==> config.mk <==
export PLATFORM = sky130hd
export DESIGN_NAME = ald_ctrl
export DESIGN_NICKNAME = d
export VERILOG_FILES = /design/src/rtl/ald_pkg.sv /design/src/rtl/ald_font.sv /design/src/rtl/ald_scan.sv /design/src/rtl/ald_ctrl.sv
export SDC_FILE = /design/constraint.sdc
export NUM_CORES = 1
export LEC_CHECK = 0
export BUFFER_PORTS_ARGS = -buffer_cell sky130_fd_sc_hd__buf_4
export CAP_MARGIN = 20
export CORE_AREA = 3 3 141 143
export CTS_CLUSTER_DIAMETER = 100
export DETAILED_ROUTE_END_ITERATION = 6
export DIE_AREA = 0 0 144 146
export GPL_TIMING_DRIVEN = 0
export SETUP_SLACK_MARGIN = 0.15
export SLEW_MARGIN = 20
export SYNTH_ARGS = -nofsm -noshare
export SYNTH_HDL_FRONTEND = slang
export SYNTH_HIERARCHICAL = 1
export SYNTH_SLANG_ARGS = --single-unit
==> constraint.sdc <==
create_clock -name pclk -period 2.3 [get_ports pclk]
set_input_delay 0.23 -clock pclk [delete_from_list [all_inputs] [get_ports pclk]]
set_output_delay 0.23 -clock pclk [all_outputs]
set_load 0.01 [all_outputs]
==> src/rtl/ald_pkg.sv <==
// Shared constants and types of the alphanumeric LED display controller.
package ald_pkg;

   localparam int unsigned NCHAR    = 8;
   localparam int unsigned ADDR_W   = 3;
   localparam int unsigned CNT_W    = 4;
   localparam int unsigned CODE_W   = 6;
   localparam int unsigned NSEG     = 16;
   localparam int unsigned SEG_W    = 17;
   localparam int unsigned NFONT    = 64;
   localparam int unsigned PREDIV_W = 6;
   localparam int unsigned MUX_W    = 3;
   localparam int unsigned LOW_W    = 8;

   localparam logic [CODE_W-1:0]   BLANK_CODE   = 6'h20;
   localparam logic [CNT_W-1:0]    CNT_CLEAR    = 4'h0;
   localparam logic [CNT_W-1:0]    CNT_STEP     = 4'h1;
   localparam int unsigned         FULL_BIT     = 3;
   localparam logic [PREDIV_W-1:0] PREDIV_STEP  = 6'h01;
   localparam logic [PREDIV_W-1:0] PREDIV_BLANK = 6'h3f;
   localparam logic [MUX_W-1:0]    MUX_STEP     = 3'h1;
   localparam logic [LOW_W-1:0]    LOW_STEP     = 8'h01;
   localparam logic [LOW_W-1:0]    SHUT_CYCLES  = 8'hff;
   localparam logic [NCHAR-1:0]    CHAR_ONE     = 8'h01;

   // Timebase that gives the nominal refresh without an external capacitor.
   localparam int unsigned TIMEBASE_HZ = 204800;
   localparam int unsigned PREDIV_DIV  = 64;
   localparam int unsigned MUX_DIV     = 8;
   localparam int unsigned SCAN_HZ     = TIMEBASE_HZ / (PREDIV_DIV * MUX_DIV);

   // Halves of the top and bottom bars, and the point, in the segment vector.
   localparam int unsigned SEG_A1 = 0;
   localparam int unsigned SEG_A2 = 1;
   localparam int unsigned SEG_D1 = 4;
   localparam int unsigned SEG_D2 = 5;
   localparam int unsigned SEG_PT = 16;

   localparam logic [11:0] ADDR_CTRL   = 12'h000;
   localparam logic [11:0] ADDR_STATUS = 12'h004;
   localparam logic [11:0] ADDR_MEM0   = 12'h010;
   localparam logic [11:0] ADDR_MEM7   = 12'h02c;
   localparam int unsigned WORD_LSB    = 2;
   localparam int unsigned CTRL_REDUCED = 0;
   localparam int unsigned ST_MODE     = 0;
   localparam int unsigned ST_FULL     = 1;
   localparam int unsigned ST_CHEN     = 2;
   localparam int unsigned ST_SHUT     = 3;
   localparam int unsigned ST_FDRV     = 4;
   localparam int unsigned ST_CNT      = 8;

   typedef enum logic {addressed_entry, auto_increment_entry} ald_mode_e;

   typedef struct packed {
      logic              wr_n;
      logic              cs;
      logic              cs_n;
      logic              mode;
      logic              addr_bit0;
      logic              addr_bit1;
      logic              addr_bit2;
      logic [CODE_W-1:0] char_code_in;
   } ald_wport_s;

   typedef struct packed {
      logic [NCHAR-1:0] char_sel;
      logic [NSEG-1:0]  lamp_lines;
      logic             point_lamp;
   } ald_lamp_s;

   typedef logic [NFONT-1:0][SEG_W-1:0] ald_font_t;

endpackage

==> src/rtl/ald_font.sv <==
// Character code to segment pattern lookup.
`timescale 1ns/100ps
module ald_font #(
   parameter ald_pkg::ald_font_t FONT = '0
) (
   input  wire logic [ald_pkg::CODE_W-1:0] code,
   output logic      [ald_pkg::SEG_W-1:0]  segs
);

   // The glyphs exist only as drawings, so the table is a parameter.
   always_comb begin
      segs = FONT[code];
   end

endmodule

==> src/rtl/ald_scan.sv <==
// Timebase pre-divider, multiplex counter and shutdown detector.
`timescale 1ns/100ps
module ald_scan (
   input  wire logic                      pclk,
   input  wire logic                      presetn,
   input  wire logic                      timebase_standby_pin,
   output logic      [ald_pkg::MUX_W-1:0] char_idx,
   output logic                           blank,
   output logic                           shutdown
);

   typedef struct packed {
      logic                         tb;
      logic [ald_pkg::PREDIV_W-1:0] prediv;
      logic [ald_pkg::MUX_W-1:0]    mux;
      logic [ald_pkg::LOW_W-1:0]    low;
      logic                         shut;
   } ald_scan_s;

   ald_scan_s s_q;
   ald_scan_s s_d;

   always_comb begin
      s_d    = s_q;
      s_d.tb = timebase_standby_pin;
      // A held low level is told apart from the low half of a tick by time.
      if (timebase_standby_pin) begin
         s_d.low  = '0;
         s_d.shut = 1'b0;
      end else if (s_q.low != ald_pkg::SHUT_CYCLES) begin
         s_d.low = s_q.low + ald_pkg::LOW_STEP;
      end else begin
         s_d.shut = 1'b1;
      end
      if (s_q.shut) begin
         s_d.prediv = '0;
         s_d.mux    = '0;
      end else if (timebase_standby_pin && !s_q.tb) begin
         s_d.prediv = s_q.prediv + ald_pkg::PREDIV_STEP;
         if (s_q.prediv == ald_pkg::PREDIV_BLANK) begin
            s_d.mux = s_q.mux + ald_pkg::MUX_STEP;
         end
      end
   end

   always_ff @(posedge pclk or negedge presetn) begin
      if (!presetn) begin
         s_q    <= '0;
         // Starting high keeps a high pin after reset from counting a tick.
         s_q.tb <= 1'b1;
      end else begin
         s_q <= s_d;
      end
   end

   assign char_idx = s_q.mux;
   assign blank    = (s_q.prediv == ald_pkg::PREDIV_BLANK);
   assign shutdown = s_q.shut;

endmodule

==> src/rtl/ald_ctrl.sv <==
// Display controller top: write port, character memory, scan and APB.
//
// The placing of the registers and the APB slave port are this design's own decisions.
`timescale 1ns/100ps
module ald_ctrl #(
   parameter ald_pkg::ald_font_t FONT = '0
) (
   input  wire logic                      pclk,
   input  wire logic                      presetn,
   input  wire logic                      psel,
   input  wire logic                      penable,
   input  wire logic                      pwrite,
   input  wire logic [11:0]               paddr,
   input  wire logic [31:0]               pwdata,
   output logic      [31:0]               prdata,
   output logic                           pready,
   output logic                           pslverr,
   input  wire ald_pkg::ald_wport_s       wport,
   input  wire logic                      timebase_standby_pin,
   output logic                           full_flag_out,
   output logic                           full_flag_oe_n,
   output ald_pkg::ald_lamp_s             lamps,
   output logic                           lamp_oe_n
);

   typedef struct packed {
      ald_pkg::ald_mode_e                         mode;
      logic                                       chain_en;
      logic [ald_pkg::ADDR_W-1:0]                 waddr;
      logic                                       strobe;
      logic [ald_pkg::CNT_W-1:0]                  cnt;
      logic                                       fdrv;
      logic [ald_pkg::NCHAR-1:0][ald_pkg::CODE_W-1:0] mem;
      ald_pkg::ald_lamp_s                         lamps;
      logic                                       lamp_off;
      logic                                       reduced;
      logic [31:0]                                rdata;
   } ald_ctrl_s;

   ald_ctrl_s s_q;
   ald_ctrl_s s_d;

   logic [ald_pkg::MUX_W-1:0]  char_idx;
   logic                       blank;
   logic                       shut;
   logic [ald_pkg::SEG_W-1:0]  font_segs;
   logic [ald_pkg::CODE_W-1:0] rd_code;

   logic                       strobe;
   logic                       start;
   logic                       stop;
   logic                       auto_q;
   logic                       full;
   logic                       eff;
   logic                       wr_active;
   logic                       wipe;
   logic [ald_pkg::ADDR_W-1:0] wloc;
   logic [ald_pkg::ADDR_W-1:0] raddr;
   logic [ald_pkg::SEG_W-1:0]  segs;
   logic                       setup;
   logic                       access;
   logic                       mapped;
   logic                       mem_hit;
   logic [ald_pkg::ADDR_W-1:0] mem_idx;
   logic [11:0]                mem_off;

   ald_scan u_scan (
      .pclk                 (pclk),
      .presetn              (presetn),
      .timebase_standby_pin (timebase_standby_pin),
      .char_idx             (char_idx),
      .blank                (blank),
      .shutdown             (shut)
   );

   ald_font #(
      .FONT (FONT)
   ) u_font (
      .code (rd_code),
      .segs (font_segs)
   );

   // Write port decode. The pins are sampled on pclk, so a strobe shorter
   // than one clock period may be missed.
   always_comb begin
      strobe = !wport.wr_n && wport.cs && !wport.cs_n;
      start  = strobe && !s_q.strobe;
      stop   = !strobe && s_q.strobe;
      auto_q = (s_q.mode == ald_pkg::auto_increment_entry);
      full   = s_q.cnt[ald_pkg::FULL_BIT];
      eff    = auto_q ? (s_q.chain_en && !full) : 1'b1;
      wloc   = auto_q ? s_q.cnt[ald_pkg::ADDR_W-1:0] : s_q.waddr;
      wr_active = s_q.strobe && eff;
      // The clear line is shared with an address bit; it is only live while
      // the latched mode is auto-increment.
      wipe   = auto_q && !wport.addr_bit1;
      raddr  = wr_active ? wloc : char_idx;
   end

   assign rd_code = s_q.mem[raddr];

   always_comb begin
      segs = font_segs;
      if (s_q.reduced) begin
         segs[ald_pkg::SEG_A2] = font_segs[ald_pkg::SEG_A1];
         segs[ald_pkg::SEG_D2] = font_segs[ald_pkg::SEG_D1];
      end
   end

   // APB decode.
   always_comb begin
      setup   = psel && !penable;
      access  = psel && penable;
      mem_off = paddr - ald_pkg::ADDR_MEM0;
      mem_idx = mem_off[ald_pkg::WORD_LSB +: ald_pkg::ADDR_W];
      mem_hit = (paddr >= ald_pkg::ADDR_MEM0) &&
                (paddr <= ald_pkg::ADDR_MEM7) &&
                (paddr[ald_pkg::WORD_LSB-1:0] == 2'h0);
      mapped  = (paddr == ald_pkg::ADDR_CTRL) ||
                (paddr == ald_pkg::ADDR_STATUS) || mem_hit;
   end

   always_comb begin
      s_d        = s_q;
      s_d.strobe = strobe;

      if (start) begin
         s_d.mode = ald_pkg::ald_mode_e'(wport.mode);
         if (!wport.mode) begin
            s_d.waddr = {wport.addr_bit2, wport.addr_bit1,
                         wport.addr_bit0};
            s_d.fdrv  = 1'b0;
         end else begin
            s_d.chain_en = wport.addr_bit0;
         end
      end

      if (stop) begin
         if (eff) begin
            s_d.mem[wloc] = wport.char_code_in;
            if (auto_q) begin
               s_d.cnt = s_q.cnt + ald_pkg::CNT_STEP;
            end
         end
         if (auto_q) begin
            s_d.fdrv = 1'b1;
         end
      end

      if (wipe) begin
         s_d.cnt = ald_pkg::CNT_CLEAR;
         for (int i = 0; i < ald_pkg::NCHAR; i++) begin
            s_d.mem[i] = ald_pkg::BLANK_CODE;
         end
      end

      // Display output register. Shutdown leaves the memory untouched.
      s_d.lamp_off = shut;
      if (wr_active || shut || blank) begin
         s_d.lamps = '0;
      end else begin
         s_d.lamps.char_sel   = ald_pkg::CHAR_ONE << char_idx;
         s_d.lamps.lamp_lines = segs[ald_pkg::NSEG-1:0];
         s_d.lamps.point_lamp = segs[ald_pkg::SEG_PT];
      end

      // Read data is taken in the setup cycle so it comes from a flop.
      if (setup) begin
         s_d.rdata = '0;
         if (paddr == ald_pkg::ADDR_CTRL) begin
            s_d.rdata[ald_pkg::CTRL_REDUCED] = s_q.reduced;
         end else if (paddr == ald_pkg::ADDR_STATUS) begin
            s_d.rdata[ald_pkg::ST_MODE] = auto_q;
            s_d.rdata[ald_pkg::ST_FULL] = full;
            s_d.rdata[ald_pkg::ST_CHEN] = s_q.chain_en;
            s_d.rdata[ald_pkg::ST_SHUT] = shut;
            s_d.rdata[ald_pkg::ST_FDRV] = s_q.fdrv;
            s_d.rdata[ald_pkg::ST_CNT +: ald_pkg::CNT_W] = s_q.cnt;
         end else if (mem_hit) begin
            s_d.rdata[ald_pkg::CODE_W-1:0] = s_q.mem[mem_idx];
         end
      end
      if (access && pwrite && (paddr == ald_pkg::ADDR_CTRL)) begin
         s_d.reduced = pwdata[ald_pkg::CTRL_REDUCED];
      end
   end

   always_ff @(posedge pclk or negedge presetn) begin
      if (!presetn) begin
         s_q          <= '0;
         s_q.mode     <= ald_pkg::addressed_entry;
         s_q.lamp_off <= 1'b1;
         for (int i = 0; i < ald_pkg::NCHAR; i++) begin
            s_q.mem[i] <= ald_pkg::BLANK_CODE;
         end
      end else begin
         s_q <= s_d;
      end
   end

   assign pready  = 1'b1;
   assign pslverr = access && !mapped;
   assign prdata  = s_q.rdata;

   // The shared pin is released in shutdown so another driver may own it.
   assign full_flag_out  = full;
   assign full_flag_oe_n = !(s_q.fdrv && !shut);
   assign lamps          = s_q.lamps;
   assign lamp_oe_n      = s_q.lamp_off;

endmodule

==> impl_metrics.yaml <==
min_path:
  hold_class: "in2async"
placement:
  place_congestion: 0.799
  dp_hpwl_um: 9430
  numPortBuffers: 68
  dpl_cell_area_um2: 6740
  dpl_worst_slack_ns: 0.255
layout:
  drive_above_1_share: 0.374
  syn2layout_area_growth_pct: 27.5
  final_core_util: 0.395
  postLayoutCellArea_um2: 7380
  finalNetCount: 701
  antenna-diode-count: 0
  fillers: 1804
critical_path:
  cp.arrival_ns: 2.35
  crit_path_start_kind: "register"
  r2r-end: "s_q[82]"
  r2r-start: "auto_q"
  criticalPathCategory: "reg2reg"
  startpoint: "auto_q"
  crit_fanout: 9
  r2r_setup_slack_ns: 0.28
  r2r_cells: 6
  crit_end: "s_q[82]"
  worstPathRequired_ns: 2.63
  endpoint_kind: "register"
sta:
  tightest_slew_ns: 0.890
  hold_viol: 50
  max_freq_ghz: 0.494
  post-route-period-util: 0.879
  timing.hold.ws_ns: -0.0494
  relSlewSlack: 0.406
  setup_ws_ns: 0.277
  finClkSkew_ns: 0.00711
  fin_setup_tns_ns: 0
  finalSetupViolCount: 0
  fin_crit_ns: 2.02
  finalMaxSlewViolations: 0
  rsz0062_at_grt: "false"
die:
  die-area_um2: 21000
  die_w_um: 144
  row_count: 50
  core_area_um2: 18700
  chipHeight_um: 146
  initial_core_util: 0.310
  boundaryPins: 125
clock_tree:
  clkSinkCount: 115
  cts-root-buf: "clkbuf_16"
  clk_pin_slew_ns: 0.06
  clk_path_buf_depth: 2
  cts_max_level: 4
  cts_tree: "yes"
  cts.repair.resized: 0
  clk_latency_ns: 0.40
  numCtsBuffers: 17
status:
  status: "complete, but fails checks"
  violations: "hold timing"
drt:
  vias: 4126
  wl_per_cell_um: 14.9
  firstDrtPassIters: 4
  post_drt_via_cell_ratio: 4.68
  drt_iter0_drc: 207
  drt-total-wl_um: 13100
  drcViolationCount: 0
  ant_nets: 0
global_route:
  grt_pass1_wl_um: 21200
  overflow: 0
  grt_max_degree: 116
  grt_pass1_vias: 4131
  grt.total_usage: 0.126
  grt_antenna_before_repair: 0
power_and_ir_drop:
  p_leak_uw: 0.00357
  power_density_nw_per_um2: 853
  ir_drop_mv: 0.425
synth:
  syn_area_um2: 5790
  yosys_warnings: 6
  syn-instance-count: 509
  syn_avg_cell_area_um2: 11.4
flow_run:
  cap_viol_max_count: 0
-- report_power, final --
group / switching (uW) / leakage, uW / internal (uW) / total [uW]
Sequential: 193 / 0.00150 / 2280 / 2470
Clock: 910 / 0.000309 / 1870 / 2780
Combinational: 565 / 0.00176 / 484 / 1050
-- worst min path at each step --
stage	slack, ns	cells after the start	startpoint	to
after CTS	0.03	1	presetn	prdata[0]
after global placement	0.38	1	timebase_standby_pin	u_scan/s_q[18]
after global routing	0.03	1	presetn	s_q[66]
after floorplan	-0.07	0	presetn	auto_q
after detailed placement	0.38	1	timebase_standby_pin	u_scan/s_q[18]
final	-0.05	1	presetn	s_q[63]
-- critical path: stages, from the launching register on --
cell     delay [ns]
dfrtp_1        0.37
buf_6          0.14
nor2b_1        0.16
a22oi_1        0.31
nor2_1         0.22
a21oi_2        0.37
mux2_2         0.38
-- stage by stage --
step	power, uW	instances
floorplan	3170	546
global placement	3490	848
detailed placement	3550	848
CTS	6340	881
global route	6590	881
finish	6300	881
-- state kept, by name, indices dropped and copies added, names as in the netlist --
name,flops
auto_q,1
full_flag_out,1
lamp_oe_n,1
lamps,25
prdata,10
s_q,58
u_scan/char_idx,3
u_scan/s_q,15
u_scan/shutdown,1
-- repair_timing --
action | 4_1_cts | 5_1_grt
buffers inserted | 0 | 0
hold buffers | 1 | 0
endpoints found under the hold margin | 1 | 0
-- metal layers --
layer,GRT usage,share of wire,vias to the layer above
li1,-,-,1967
met1,0.167,0.44,2006
met2,0.202,0.48,139
met3,0.0266,0.061,14
met4,0.0476,0.013,0
met5,0,0,-
-- cell type report --
| class | count | area, um2 | area share |
|---|---|---|---|
| flip-flops and latches | 115 | 2890 | 0.391 |
| multi-input cells | 311 | 2250 | 0.304 |
| plain buffers | 106 | 739 | 0.100 |
| repair buffers | 69 | 527 | 0.0713 |
| clock buffers | 19 | 453 | 0.0613 |
| well taps | 234 | 293 | 0.0397 |
| clock inverters | 13 | 181 | 0.0246 |
| inverters | 14 | 52.6 | 0.00712 |
-- cell usage in the layout, fill, tap and decap left out, drive strengths merged, types with 8 or more instances in the layout --
cell,instances
nand2,16
inv,13
clkinv,8
nor2,31
mux2,13
and3,18
a21oi,22
dfstp,10
mux2i,11
nor3,11
o21ai,15
a22o,45
clkbuf,31
buf,162
mux4,12
dfrtp,105
conb,40
Power figures use the tool's default switching activity.
